===== src/shared/isau_pkg.sv =====
// constants and types shared by both ends of the state action unit
package isau_pkg;

  localparam int unsigned DATA_W = 32;
  localparam int unsigned ADDR_W = 8;
  localparam int unsigned CTRL_W = 16;
  localparam int unsigned CNT_W = 16;
  localparam int unsigned ACT_W = 17;
  localparam int unsigned NUM_CNT = 3;

  // action bits of one state; each counter owns a load/count pair
  localparam int unsigned A_ADDR_LOAD = 0;
  localparam int unsigned A_ADDR_COUNT = 1;
  localparam int unsigned A_DATA_LOAD = 2;
  localparam int unsigned A_DATA_COUNT = 3;
  localparam int unsigned A_CTRL_LOAD = 4;
  localparam int unsigned A_CTRL_COUNT = 5;
  localparam int unsigned A_ADDR_CMP = 6;
  localparam int unsigned A_DATA_CMP = 7;
  localparam int unsigned A_CTRL_CMP = 8;
  localparam int unsigned A_CPU_INT = 9;
  localparam int unsigned A_PIN_INT = 10;
  localparam int unsigned A_DRQ = 11;
  localparam int unsigned A_IN_SAMPLE = 12;
  localparam int unsigned A_IN_WRITE = 13;
  localparam int unsigned A_REPEAT = 14;
  localparam int unsigned A_DATA_DRIVE = 15;
  localparam int unsigned A_ADDR_INPUT = 16;

  // counter indices
  localparam int unsigned CNT_ADDR = 0;
  localparam int unsigned CNT_DATA = 1;
  localparam int unsigned CNT_CTRL = 2;

  typedef enum logic [1:0] {
    ISAU_SINK_REG = 2'h0,
    ISAU_SINK_SOCKET = 2'h1,
    ISAU_SINK_PPREG = 2'h2
  } isau_sink_e;

  localparam logic [1:0] THREAD_DEFAULT = 2'h0;

  typedef struct packed {
    logic up;
    logic reload;
    logic [CNT_W-1:0] load;
    logic [CNT_W-1:0] limit;
    logic [CNT_W-1:0] step;
  } isau_cnt_cfg_s;

  // register offsets of the host controller
  localparam logic [11:0] OFF_CTRL = 12'h000;
  localparam logic [11:0] OFF_ACTIONS = 12'h004;
  localparam logic [11:0] OFF_ADDR_BUS = 12'h008;
  localparam logic [11:0] OFF_DATA_BUS = 12'h00c;
  localparam logic [11:0] OFF_CTRL_BUS = 12'h010;
  localparam logic [11:0] OFF_CNT_BASE = 12'h014;
  localparam logic [11:0] CNT_STRIDE = 12'h008;
  localparam logic [11:0] CNT_B_OFS = 12'h004;
  localparam logic [11:0] OFF_ADDR_CMP = 12'h02c;
  localparam logic [11:0] OFF_DATA_CMP = 12'h030;
  localparam logic [11:0] OFF_CTRL_CMP = 12'h034;
  localparam logic [11:0] OFF_CMP_MODE = 12'h038;
  localparam logic [11:0] OFF_SINK = 12'h03c;
  localparam logic [11:0] OFF_STATUS = 12'h040;
  localparam logic [11:0] OFF_IN_WORD = 12'h044;
  localparam logic [11:0] OFF_FLAGS = 12'h048;

  // field positions
  localparam int unsigned CTRL_START = 0;
  localparam int unsigned CTRL_ENTER = 1;
  localparam int unsigned CTRL_THREAD_SM = 2;
  localparam int unsigned CTRL_MUXED = 3;
  localparam int unsigned CTRL_DRQ_EN = 4;
  localparam int unsigned CFGB_UP = 16;
  localparam int unsigned CFGB_RELOAD = 17;
  localparam int unsigned SINK_LSB = 0;
  localparam int unsigned THREAD_LSB = 2;
  localparam int unsigned STAT_IRQ = 0;
  localparam int unsigned STAT_DRQ = 1;
  localparam int unsigned STAT_LIM_LSB = 2;
  localparam int unsigned STAT_CMP_LSB = 5;
  localparam int unsigned FLAG_IRQ = 0;
  localparam int unsigned FLAG_DRQ = 1;

  localparam logic [31:0] RST_WORD = 32'h0000_0000;

endpackage : isau_pkg


===== src/shared/isau_if.sv =====
// link between the state action unit and its controller
`timescale 1ns/100ps
`default_nettype none
interface isau_if;
  logic sm_start;
  logic state_enter;
  logic [isau_pkg::ACT_W-1:0] actions;
  logic [isau_pkg::ADDR_W-1:0] addr_bus;
  logic [isau_pkg::DATA_W-1:0] data_bus;
  logic [isau_pkg::CTRL_W-1:0] ctrl_bus;
  isau_pkg::isau_cnt_cfg_s [isau_pkg::NUM_CNT-1:0] cnt_cfg;
  logic [isau_pkg::ADDR_W-1:0] addr_cmp_val;
  logic [isau_pkg::DATA_W-1:0] data_cmp_val;
  logic [isau_pkg::CTRL_W-1:0] ctrl_cmp_val;
  logic [2:0] cmp_change;
  logic [1:0] sink_sel;
  logic [1:0] thread_sel;
  logic thread_by_sm;
  logic port_interrupt_pin;
  logic data_request_pin;
  logic [2:0] limit_hit;
  logic [2:0] cmp_hit;
  logic in_valid;
  logic [isau_pkg::DATA_W-1:0] in_word;

  modport dev (
    input sm_start, state_enter, actions, addr_bus, data_bus, ctrl_bus,
    input cnt_cfg, addr_cmp_val, data_cmp_val, ctrl_cmp_val, cmp_change,
    input sink_sel, thread_sel, thread_by_sm,
    output port_interrupt_pin, data_request_pin, limit_hit, cmp_hit,
    output in_valid, in_word
  );

  modport host (
    output sm_start, state_enter, actions, addr_bus, data_bus, ctrl_bus,
    output cnt_cfg, addr_cmp_val, data_cmp_val, ctrl_cmp_val, cmp_change,
    output sink_sel, thread_sel, thread_by_sm,
    input port_interrupt_pin, data_request_pin, limit_hit, cmp_hit,
    input in_valid, in_word
  );
endinterface : isau_if
`default_nettype wire


===== src/hdl/isau_host.sv =====
// controller end: apb registers that steer the action unit link
`timescale 1ns/100ps
`default_nettype none
module isau_host (
  // clock and reset
  input wire logic clock_in,
  input wire logic reset_in,
  // apb slave
  input wire logic psel_in,
  input wire logic penable_in,
  input wire logic pwrite_in,
  input wire logic [11:0] paddr_in,
  input wire logic [31:0] pwdata_in,
  output logic [31:0] prdata_out,
  output logic pready_out,
  output logic pslverr_out,
  // link to the action unit
  isau_if.host link
);

  typedef struct packed {
    logic start;
    logic enter;
    logic thread_sm;
    logic muxed;
    logic drq_en;
    logic [isau_pkg::ACT_W-1:0] act;
    logic [isau_pkg::ADDR_W-1:0] addr_bus;
    logic [isau_pkg::DATA_W-1:0] data_bus;
    logic [isau_pkg::CTRL_W-1:0] ctrl_bus;
    logic [isau_pkg::NUM_CNT-1:0][31:0] cfga;
    logic [isau_pkg::NUM_CNT-1:0][31:0] cfgb;
    logic [isau_pkg::ADDR_W-1:0] addr_cmp;
    logic [isau_pkg::DATA_W-1:0] data_cmp;
    logic [isau_pkg::CTRL_W-1:0] ctrl_cmp;
    logic [2:0] cmp_mode;
    logic [1:0] sink;
    logic [1:0] thread;
    logic irq_seen;
    logic drq_seen;
    logic [31:0] last_word;
    logic pready;
    logic [31:0] prdata;
    logic pslverr;
  } isau_host_s;

  isau_host_s s_r;
  isau_host_s s_nxt;

  always_comb
  begin
    logic acc;
    logic take;
    logic hit;
    logic bad;
    logic [31:0] rd;
    logic [isau_pkg::ACT_W-1:0] a;
    acc = psel_in && penable_in;
    take = acc && s_r.pready;
    hit = 1'b1;
    bad = 1'b0;
    rd = isau_pkg::RST_WORD;
    a = pwdata_in[isau_pkg::ACT_W-1:0];
    s_nxt = s_r;
    s_nxt.start = 1'b0;
    s_nxt.enter = 1'b0;

    // an action word with forbidden pairings is refused whole
    bad = (a[isau_pkg::A_ADDR_LOAD] && a[isau_pkg::A_ADDR_COUNT]) ||
          (a[isau_pkg::A_DATA_LOAD] && a[isau_pkg::A_DATA_COUNT]) ||
          (a[isau_pkg::A_CTRL_LOAD] && a[isau_pkg::A_CTRL_COUNT]);
    bad = bad || (s_r.muxed && a[isau_pkg::A_ADDR_CMP] &&
          (a[isau_pkg::A_IN_SAMPLE] || a[isau_pkg::A_IN_WRITE]));
    bad = bad || (a[isau_pkg::A_DATA_CMP] && a[isau_pkg::A_DATA_DRIVE]) ||
          (s_r.muxed && a[isau_pkg::A_DATA_CMP] &&
          a[isau_pkg::A_ADDR_INPUT]);

    case (paddr_in)
      isau_pkg::OFF_CTRL: rd = {27'h0, s_r.drq_en, s_r.muxed, s_r.thread_sm,
                                2'h0};
      isau_pkg::OFF_ACTIONS: rd = {15'h0, s_r.act};
      isau_pkg::OFF_ADDR_BUS: rd = {24'h0, s_r.addr_bus};
      isau_pkg::OFF_DATA_BUS: rd = s_r.data_bus;
      isau_pkg::OFF_CTRL_BUS: rd = {16'h0, s_r.ctrl_bus};
      isau_pkg::OFF_ADDR_CMP: rd = {24'h0, s_r.addr_cmp};
      isau_pkg::OFF_DATA_CMP: rd = s_r.data_cmp;
      isau_pkg::OFF_CTRL_CMP: rd = {16'h0, s_r.ctrl_cmp};
      isau_pkg::OFF_CMP_MODE: rd = {29'h0, s_r.cmp_mode};
      isau_pkg::OFF_SINK: rd = {28'h0, s_r.thread, s_r.sink};
      isau_pkg::OFF_STATUS: rd = {24'h0, link.cmp_hit, link.limit_hit,
                                  link.data_request_pin,
                                  link.port_interrupt_pin};
      isau_pkg::OFF_IN_WORD: rd = s_r.last_word;
      isau_pkg::OFF_FLAGS: rd = {30'h0, s_r.drq_seen, s_r.irq_seen};
      default: hit = 1'b0;
    endcase
    for (int i = 0; i < isau_pkg::NUM_CNT; i++)
    begin
      if (paddr_in == 12'(isau_pkg::OFF_CNT_BASE + isau_pkg::CNT_STRIDE * i))
      begin
        hit = 1'b1;
        rd = s_r.cfga[i];
      end
      if (paddr_in == 12'(isau_pkg::OFF_CNT_BASE + isau_pkg::CNT_STRIDE * i +
                          isau_pkg::CNT_B_OFS))
      begin
        hit = 1'b1;
        rd = s_r.cfgb[i];
      end
    end

    // one wait cycle in the access phase; answer is computed meanwhile
    s_nxt.pready = acc && !s_r.pready;
    if (acc && !s_r.pready)
    begin
      s_nxt.prdata = pwrite_in ? isau_pkg::RST_WORD : rd;
      s_nxt.pslverr = !hit || (pwrite_in &&
                      paddr_in == isau_pkg::OFF_ACTIONS && bad);
    end

    if (take && pwrite_in && !s_r.pslverr)
    begin
      case (paddr_in)
        isau_pkg::OFF_CTRL:
        begin
          s_nxt.start = pwdata_in[isau_pkg::CTRL_START];
          s_nxt.enter = pwdata_in[isau_pkg::CTRL_ENTER];
          s_nxt.thread_sm = pwdata_in[isau_pkg::CTRL_THREAD_SM];
          s_nxt.muxed = pwdata_in[isau_pkg::CTRL_MUXED];
          s_nxt.drq_en = pwdata_in[isau_pkg::CTRL_DRQ_EN];
        end
        isau_pkg::OFF_ACTIONS: s_nxt.act = a;
        isau_pkg::OFF_ADDR_BUS: s_nxt.addr_bus = pwdata_in[7:0];
        isau_pkg::OFF_DATA_BUS: s_nxt.data_bus = pwdata_in;
        isau_pkg::OFF_CTRL_BUS: s_nxt.ctrl_bus = pwdata_in[15:0];
        isau_pkg::OFF_ADDR_CMP: s_nxt.addr_cmp = pwdata_in[7:0];
        isau_pkg::OFF_DATA_CMP: s_nxt.data_cmp = pwdata_in;
        isau_pkg::OFF_CTRL_CMP: s_nxt.ctrl_cmp = pwdata_in[15:0];
        isau_pkg::OFF_CMP_MODE: s_nxt.cmp_mode = pwdata_in[2:0];
        isau_pkg::OFF_SINK:
        begin
          s_nxt.sink = pwdata_in[isau_pkg::SINK_LSB +: 2];
          s_nxt.thread = pwdata_in[isau_pkg::THREAD_LSB +: 2];
        end
        isau_pkg::OFF_FLAGS:
        begin
          s_nxt.irq_seen = s_r.irq_seen && !pwdata_in[isau_pkg::FLAG_IRQ];
          s_nxt.drq_seen = s_r.drq_seen && !pwdata_in[isau_pkg::FLAG_DRQ];
        end
        default:
        begin
          for (int i = 0; i < isau_pkg::NUM_CNT; i++)
          begin
            if (paddr_in ==
                12'(isau_pkg::OFF_CNT_BASE + isau_pkg::CNT_STRIDE * i))
            begin
              s_nxt.cfga[i] = pwdata_in;
            end
            if (paddr_in == 12'(isau_pkg::OFF_CNT_BASE +
                isau_pkg::CNT_STRIDE * i + isau_pkg::CNT_B_OFS))
            begin
              s_nxt.cfgb[i] = pwdata_in;
            end
          end
        end
      endcase
    end

    // pins set sticky flags after the clear so a same-cycle event wins
    if (link.port_interrupt_pin)
    begin
      s_nxt.irq_seen = 1'b1;
    end
    if (link.data_request_pin && s_r.drq_en)
    begin
      s_nxt.drq_seen = 1'b1;
    end
    if (link.in_valid)
    begin
      s_nxt.last_word = link.in_word;
    end

    if (reset_in)
    begin
      s_nxt = '0;
    end
  end

  always_ff @(posedge clock_in)
  begin
    s_r <= s_nxt;
  end

  assign prdata_out = s_r.prdata;
  assign pready_out = s_r.pready;
  assign pslverr_out = s_r.pslverr;

  assign link.sm_start = s_r.start;
  assign link.state_enter = s_r.enter;
  assign link.actions = s_r.act;
  assign link.addr_bus = s_r.addr_bus;
  assign link.data_bus = s_r.data_bus;
  assign link.ctrl_bus = s_r.ctrl_bus;
  assign link.addr_cmp_val = s_r.addr_cmp;
  assign link.data_cmp_val = s_r.data_cmp;
  assign link.ctrl_cmp_val = s_r.ctrl_cmp;
  assign link.cmp_change = s_r.cmp_mode;
  assign link.sink_sel = s_r.sink;
  assign link.thread_sel = s_r.thread;
  assign link.thread_by_sm = s_r.thread_sm;

  for (genvar g = 0; g < isau_pkg::NUM_CNT; g++)
  begin : g_cfg
    assign link.cnt_cfg[g].up = s_r.cfgb[g][isau_pkg::CFGB_UP];
    assign link.cnt_cfg[g].reload = s_r.cfgb[g][isau_pkg::CFGB_RELOAD];
    assign link.cnt_cfg[g].load = s_r.cfga[g][15:0];
    assign link.cnt_cfg[g].limit = s_r.cfga[g][31:16];
    assign link.cnt_cfg[g].step = s_r.cfgb[g][15:0];
  end

endmodule : isau_host
`default_nettype wire


===== src/flat_wrapper.sv =====
// flat-port wrapper written by rule: the top's interface ports become plain ports
module isau_host_flat 
  (clock_in, reset_in, psel_in, penable_in, pwrite_in, paddr_in, pwdata_in, prdata_out, pready_out, pslverr_out, link_sm_start, link_state_enter, link_actions, link_addr_bus, link_data_bus, link_ctrl_bus, link_cnt_cfg, link_addr_cmp_val, link_data_cmp_val, link_ctrl_cmp_val, link_cmp_change, link_sink_sel, link_thread_sel, link_thread_by_sm, link_port_interrupt_pin, link_data_request_pin, link_limit_hit, link_cmp_hit, link_in_valid, link_in_word);
  isau_if link_i ();
  input wire logic clock_in;
  input wire logic reset_in;
  input wire logic psel_in;
  input wire logic penable_in;
  input wire logic pwrite_in;
  input wire logic [11:0] paddr_in;
  input wire logic [31:0] pwdata_in;
  output logic [31:0] prdata_out;
  output logic pready_out;
  output logic pslverr_out;
  output wire logic [$bits(link_i.sm_start)-1:0] link_sm_start;
  output wire logic [$bits(link_i.state_enter)-1:0] link_state_enter;
  output wire logic [$bits(link_i.actions)-1:0] link_actions;
  output wire logic [$bits(link_i.addr_bus)-1:0] link_addr_bus;
  output wire logic [$bits(link_i.data_bus)-1:0] link_data_bus;
  output wire logic [$bits(link_i.ctrl_bus)-1:0] link_ctrl_bus;
  output wire logic [$bits(link_i.cnt_cfg)-1:0] link_cnt_cfg;
  output wire logic [$bits(link_i.addr_cmp_val)-1:0] link_addr_cmp_val;
  output wire logic [$bits(link_i.data_cmp_val)-1:0] link_data_cmp_val;
  output wire logic [$bits(link_i.ctrl_cmp_val)-1:0] link_ctrl_cmp_val;
  output wire logic [$bits(link_i.cmp_change)-1:0] link_cmp_change;
  output wire logic [$bits(link_i.sink_sel)-1:0] link_sink_sel;
  output wire logic [$bits(link_i.thread_sel)-1:0] link_thread_sel;
  output wire logic [$bits(link_i.thread_by_sm)-1:0] link_thread_by_sm;
  input wire logic [$bits(link_i.port_interrupt_pin)-1:0] link_port_interrupt_pin;
  input wire logic [$bits(link_i.data_request_pin)-1:0] link_data_request_pin;
  input wire logic [$bits(link_i.limit_hit)-1:0] link_limit_hit;
  input wire logic [$bits(link_i.cmp_hit)-1:0] link_cmp_hit;
  input wire logic [$bits(link_i.in_valid)-1:0] link_in_valid;
  input wire logic [$bits(link_i.in_word)-1:0] link_in_word;
  assign link_sm_start = link_i.sm_start;
  assign link_state_enter = link_i.state_enter;
  assign link_actions = link_i.actions;
  assign link_addr_bus = link_i.addr_bus;
  assign link_data_bus = link_i.data_bus;
  assign link_ctrl_bus = link_i.ctrl_bus;
  assign link_cnt_cfg = link_i.cnt_cfg;
  assign link_addr_cmp_val = link_i.addr_cmp_val;
  assign link_data_cmp_val = link_i.data_cmp_val;
  assign link_ctrl_cmp_val = link_i.ctrl_cmp_val;
  assign link_cmp_change = link_i.cmp_change;
  assign link_sink_sel = link_i.sink_sel;
  assign link_thread_sel = link_i.thread_sel;
  assign link_thread_by_sm = link_i.thread_by_sm;
  assign link_i.port_interrupt_pin = link_port_interrupt_pin;
  assign link_i.data_request_pin = link_data_request_pin;
  assign link_i.limit_hit = link_limit_hit;
  assign link_i.cmp_hit = link_cmp_hit;
  assign link_i.in_valid = link_in_valid;
  assign link_i.in_word = link_in_word;
  isau_host u_core (.clock_in(clock_in), .reset_in(reset_in), .psel_in(psel_in), .penable_in(penable_in), .pwrite_in(pwrite_in), .paddr_in(paddr_in), .pwdata_in(pwdata_in), .prdata_out(prdata_out), .pready_out(pready_out), .pslverr_out(pslverr_out), .link(link_i));
endmodule

===== config.mk =====
export PLATFORM = sky130hd
export DESIGN_NAME = isau_host_flat
export DESIGN_NICKNAME = d
export VERILOG_FILES = /design/src/shared/isau_pkg.sv /design/src/shared/isau_if.sv /design/src/hdl/isau_host.sv /design/src/flat_wrapper.sv
export SDC_FILE = /design/constraint.sdc
export NUM_CORES = 1
export LEC_CHECK = 0
export ABC_AREA = 1
export ABC_CLOCK_PERIOD_IN_PS = 2500
export BUFFER_PORTS_ARGS = -buffer_cell sky130_fd_sc_hd__buf_2
export CAP_MARGIN = 20
export CELL_PAD_IN_SITES_DETAIL_PLACEMENT = 1
export CELL_PAD_IN_SITES_GLOBAL_PLACEMENT = 1
export CORE_MARGIN = 3
export CORE_UTILIZATION = 39
export DETAILED_ROUTE_END_ITERATION = 16
export GPL_TIMING_DRIVEN = 0
export PLACE_DENSITY = 0.92
export SLEW_MARGIN = 0
export SYNTH_ARGS = -nofsm -noshare
export SYNTH_HDL_FRONTEND = slang
export SYNTH_SLANG_ARGS = --single-unit

===== constraint.sdc =====
create_clock -name clock_in -period 2.5 [get_ports clock_in]
set_clock_uncertainty 0.15 [all_clocks]
set_input_delay 0.375 -clock clock_in [delete_from_list [all_inputs] [get_ports clock_in]]
set_output_delay 0.375 -clock clock_in [all_outputs]
set_load 0.03 [all_outputs]

# Word level (Yosys, flattened, before mapping)
# Index checks and enable logic that the tools add are counted.
# op_classes
n_eq_ne	18
bitwise_logic	3
muxes	19
n_reduce_logical	56
# op_table
op	count
32-bit one-hot mux with 13 select lines	1
32-bit 2-to-1 mux	7
12-bit by 6-bit equality test with 1-bit output (second input constant)	8
12-bit by 5-bit equality test with 1-bit output (second input constant)	4
12-bit by 7-bit equality test with 1-bit output (second input constant)	3
12-bit by 4-bit equality test with 1-bit output (second input constant)	2
2-bit AND reduction	12
1-bit logical AND	18
3-bit AND reduction	6
13-bit OR reduction	1
12-bit by 3-bit equality test with 1-bit output (second input constant)	1
12-bit logical NOT	1
11-bit OR reduction	1
1-bit 2-to-1 mux	9
2-bit nonzero test	4
1-bit logical OR	7
1-bit logical NOT	5
2-bit 2-to-1 mux	2
1-bit NOT	3
3-bit OR reduction	1
# totals
in_bits	90
regBits	401
output_inout_bits	323
elab_cells	123

# Depth between registers and ports, before layout
# logic_depth
word_depth	11
mapped_depth	16
ltp_nobuf	16

# Worst setup path after synthesis
# OpenSTA, ideal clock, no wires.
# synth_timing
path_type	input-to-reg
startpoint	input paddr_in[11]
endpoint	register u_core.s_r (netlist bit u_core.prdata_out[10])
stages	15
arrival_ps	1894
setup_ps	132
slack_ps	324
required_time_ps	2218
n_path_buf	1
path_cell_list	nor2_1 nand2_2 inv_2 nand2_2 nor2_4 inv_2 nor2_2 inv_2 buf_2 o22ai_1 inv_1 nand2_1 nand2_1 nand2_1 a21oi_1
# synth_via
elab_chain_len	9
elab_cells_between_ends	27
classes_between	eq/ne (18); mux (8); reduce/logical (1)
# synth_rtl
element	line_no	rtl
start: declaration	flat_wrapper.sv:10	input wire logic [11:0] paddr_in;
12-bit by 7-bit equality test with 1-bit output (tied with other cells)	isau_host.sv:78	case (paddr_in)
32-bit one-hot mux with 13 select lines	isau_host.sv:78	
32-bit 2-to-1 mux	isau_host.sv:99	if (paddr_in == 12'(isau_pkg::OFF_CNT_BASE + isau_pkg::CNT_STRIDE * i))
32-bit 2-to-1 mux	isau_host.sv:104	if (paddr_in == 12'(isau_pkg::OFF_CNT_BASE + isau_pkg::CNT_STRIDE * i +
32-bit 2-to-1 mux	isau_host.sv:99	
32-bit 2-to-1 mux	isau_host.sv:104	
32-bit 2-to-1 mux	isau_host.sv:99	
32-bit 2-to-1 mux (*)	isau_host.sv:104	
32-bit 2-to-1 mux (*)	isau_host.sv:116	s_nxt.prdata = pwrite_in ? isau_pkg::RST_WORD : rd;
end signal: assignment	isau_host.sv:191	s_r <= s_nxt;
end: declaration	isau_host.sv:47	isau_host_s s_r;
# Every way passes the cells marked *; elsewhere a longest branch is shown, timed or not.
# A chain may end at the register's enable or synchronous reset.

# Worst setup path after layout
# layout_timing
startpoint	input paddr_in[7]
endpoint	register u_core.s_r (netlist bit u_core.prdata_out[23])
# The elaborated chain is that of the path after synthesis.

==> summary.txt <==
Yosys
  – Fraction of registers with async set or reset after synthesis: 0%
  – Post-Syn Nets: 2,864
  – Top_reg_cell synth: dfxtp_1
  – Synth unique cells: 32
  – Post-synth EDFFs: 0
  – Yosys warns: 0
  – Syn Inst Count: 2,774
  – Avg Cell Area, Syn: 7.09 um2
  – Cell area after synthesis: 0.0197 mm2
  – Main area contributors after synthesis: dfxtp_1, buf_4, o21ai_0, a21oi_1, nand2_1
  – Post-synth top area share: 40.8%
  – Synthesized flop and latch total: 401
  – Post-synth top area cell: dfxtp_1
  – Register area share after synthesis: 40.8%

Layout
  – Post-layout nets: 3,357
  – Synth-to-Final Area Change: 25.4%
  – Fin util: 50.0%
  – Share of layout cells above drive strength 1: 27.8%
  – Non-Filler Instances: 3,971
  – Fill cells: 6,412
  – Post-layout instance area: 0.0247 mm2
  – Area used by multi-input combinational logic: 0.00744 mm2
  – Sequential cell area: 0.00803 mm2

Worst setup path
  – CP startpoint kind: primary input
  – Critical path startpoint: paddr_in[7]
  – CP endpoint: u_core.prdata_out[23]
  – WS Path Type: in2reg
  – Crit path arrival time: 2790 ps
  – WP data required: 2780 ps
  – R2R depth: 9
  – Reg-to-Reg End: u_core.link.ctrl_bus[2]
  – Worst-path maximum fanout: 10
  – Crit. End Element: flop
  – FF-to-FF Start: u_core.pready_out
  – R2r setup slk: 110 ps

Placement
  – Placed cells: 3,846
  – Placer Congestion: 0.988
  – Port buffer count: 408
  – Final HPWL DP: 69,100 um
  – Post-DP Area: 0.0225 mm2

Detailed routing
  – Vias: 21,800
  – Drc violations: 0
  – Drt wl/cell: 23.2 um
  – Pre-Repair DR Iteration Count: 7
  – First-iteration detailed-routing DRC count: 1,995
  – Vias per cell: 5.48
  – Final antenna-violating net count: 0
  – Final WL: 92,000 um

Clock tree
  – Clock tree sinks: 401
  – Deepest clock path buffer count: 3
  – CTS clock-pin slew for the worst setup and hold paths: 60 ps
  – CTS root buf: clkbuf_16
  – CTS Buf Count: 46
  – CTS HTree Levels: 2
  – Skew-Pair Late Insertion Delay: 580 ps
  – TritonCTS clock tree: yes

Global routing
  – Largest net degree at the start of global routing: 13
  – GR Util All Layers: 33.1%
  – Vias in the first global route: 22,000
  – First-pass GRT wire length: 134,000 um
  – Total congestion overflow: 0
  – Initial antenna violation count: 7

Timing
  – Worst hold margin: 29.1 ps
  – RSZ-0062 raised after global routing: true
  – Worst-Margin Slew: 1020 ps
  – Setup ws final: -10.2 ps
  – Slew Limit Headroom: 32.1%
  – Final Hold Fails: 0
  – Period utilisation layout: 100%
  – Pins Over Slew Limit: 0
  – Final min period: 2510 ps
  – Final setup viols: 1
  – Fmax: 398 MHz

Status
  – Outcome: finished with violations
  – Failing checks: setup timing

Power and ir drop
  – PwrDens: 585 mW/mm2
  – VDD IR max: 0.000376 V
  – Total power: 14.4 mW
  – Lkg Pwr: 11.7 nW

Floorplan
  – Starting Density: 39.8%
  – Num rows: 81
  – Die H: 231 um
  – Die ar.: 0.0532 mm2
  – Core outline area: 0.0494 mm2
  – Ports: 413
  – Die width: 231 um

Flow run
  – Max_cap viols: 0

Worst hold path
  – Min-delay src: pwdata_in[30]
  – Hold Path Class: in2reg
==> per-stage QoR <==
stage | setup TNS (ps) | setup slack (ps)
2_1_floorplan | 0 | 324
3_3_place_gp | -181580 | -934
3_5_place_dp | -192630 | -915
4_1_cts | -33.6 | -33.6
5_1_grt | -110 | -78.0
6_report | -10.2 | -10.2
==> cell usage after synthesis (24+ instances only) <==
cell	instances
a21oi_1	311
buf_4	322
o22ai_1	32
inv_1	309
nand2_1	325
nand3_1	97
buf_2	31
o21ai_1	24
dfxtp_1	401
nor2_1	265
o21ai_0	431
clkbuf_1	117
==> logic make-up (layout without fill, tap and decap cells) <==
| kind of cell | count (synthesis) | count (layout) | synth area share, % |
|---|---|---|---|
| AO/OA/AOI/OAI | 833 | 833 | 21.9 |
| buffers and inverters | 805 | 1330 | 21.7 |
| flip-flops | 401 | 401 | 40.8 |
| other | 0 | 8 | 0 |
| AND/OR/NAND/NOR | 735 | 735 | 15.5 |
==> state kept, by name (all words and copies together), names as in the netlist, 16 cells and up <==
name,flops
u_core.link.data_bus,32
u_core.link.data_cmp_val,32
u_core.prdata_out,32
u_core.s_r,78
u_core.link.cnt_cfg,150
u_core.link.actions,17
u_core.link.ctrl_cmp_val,16
u_core.link.ctrl_bus,16
==> layout make-up <==
class	count	area share (%)
multi-input cells	1568	30.2
inverters	329	5.02
clock inverters	12	0.796
flip-flops and latches	401	32.5
diodes	8	0.0811
repair buffers	447	9.87
clock buffers	68	5.71
plain buffers	474	12.5
well taps	664	3.37
==> cell usage in the layout, fill, tap and decap left out, types with 13 or more instances in the layout <==
cell type / instances
buf_2: 438
o21ai_0: 430
dfxtp_1: 401
buf_4: 325
nand2_1: 318
a21oi_1: 311
inv_1: 307
nor2_1: 257
clkbuf_1: 99
nand3_1: 97
clkbuf_16: 49
dlygate4sd3_1: 35
o22ai_1: 32
o21ai_1: 25
clkbuf_2: 23
a211oi_1: 16
inv_2: 15
nor2_4: 14
nand4_1: 13
==> routing by layer <==
metal	global-route usage, %	vias up	part of all wire [%]
li1	-	9684	-
met1	41.7	10600	40
met2	54.0	1184	45
met3	6.54	312	9.2
met4	16.5	4	5.6
met5	0	-	0.023
==> worst min-delay path by stage <==
stage	to	slack, ps	cells past startpoint
2_1_floorplan	u_core.s_r[39]	280	2
3_3_place_gp	u_core.s_r[41]	290	2
3_5_place_dp	u_core.s_r[41]	300	2
4_1_cts	u_core.s_r[225]	9	3
5_1_grt	u_core.link.cnt_cfg[80]	30	3
6_report	u_core.s_r[225]	30	3
==> worst max-delay path, cell delays in order <==
cell and delay [ps]:
buf_2 100, inv_1 70, nand2_1 160, nor2_4 310
nand2_2 200, nor2_2 440, inv_2 200, clkbuf_1 310
o21ai_0 380, a21o_1 180, a21oi_1 70
==> power breakdown <==
group	switching, mW	internal, mW
Combinational	0.508	0.183
Sequential	0.0252	6.43
Clock	2.88	4.40
==> what timing repair did <==
action                                 CTS  global route
gates resized for setup                 17            61
buffers inserted                         0             4
setup endpoints to repair              190           198
pin swaps                                0             3
hold buffers                            35             0
endpoints found under the hold margin   35             0
No activity file was read; power rests on OpenSTA's default activity.
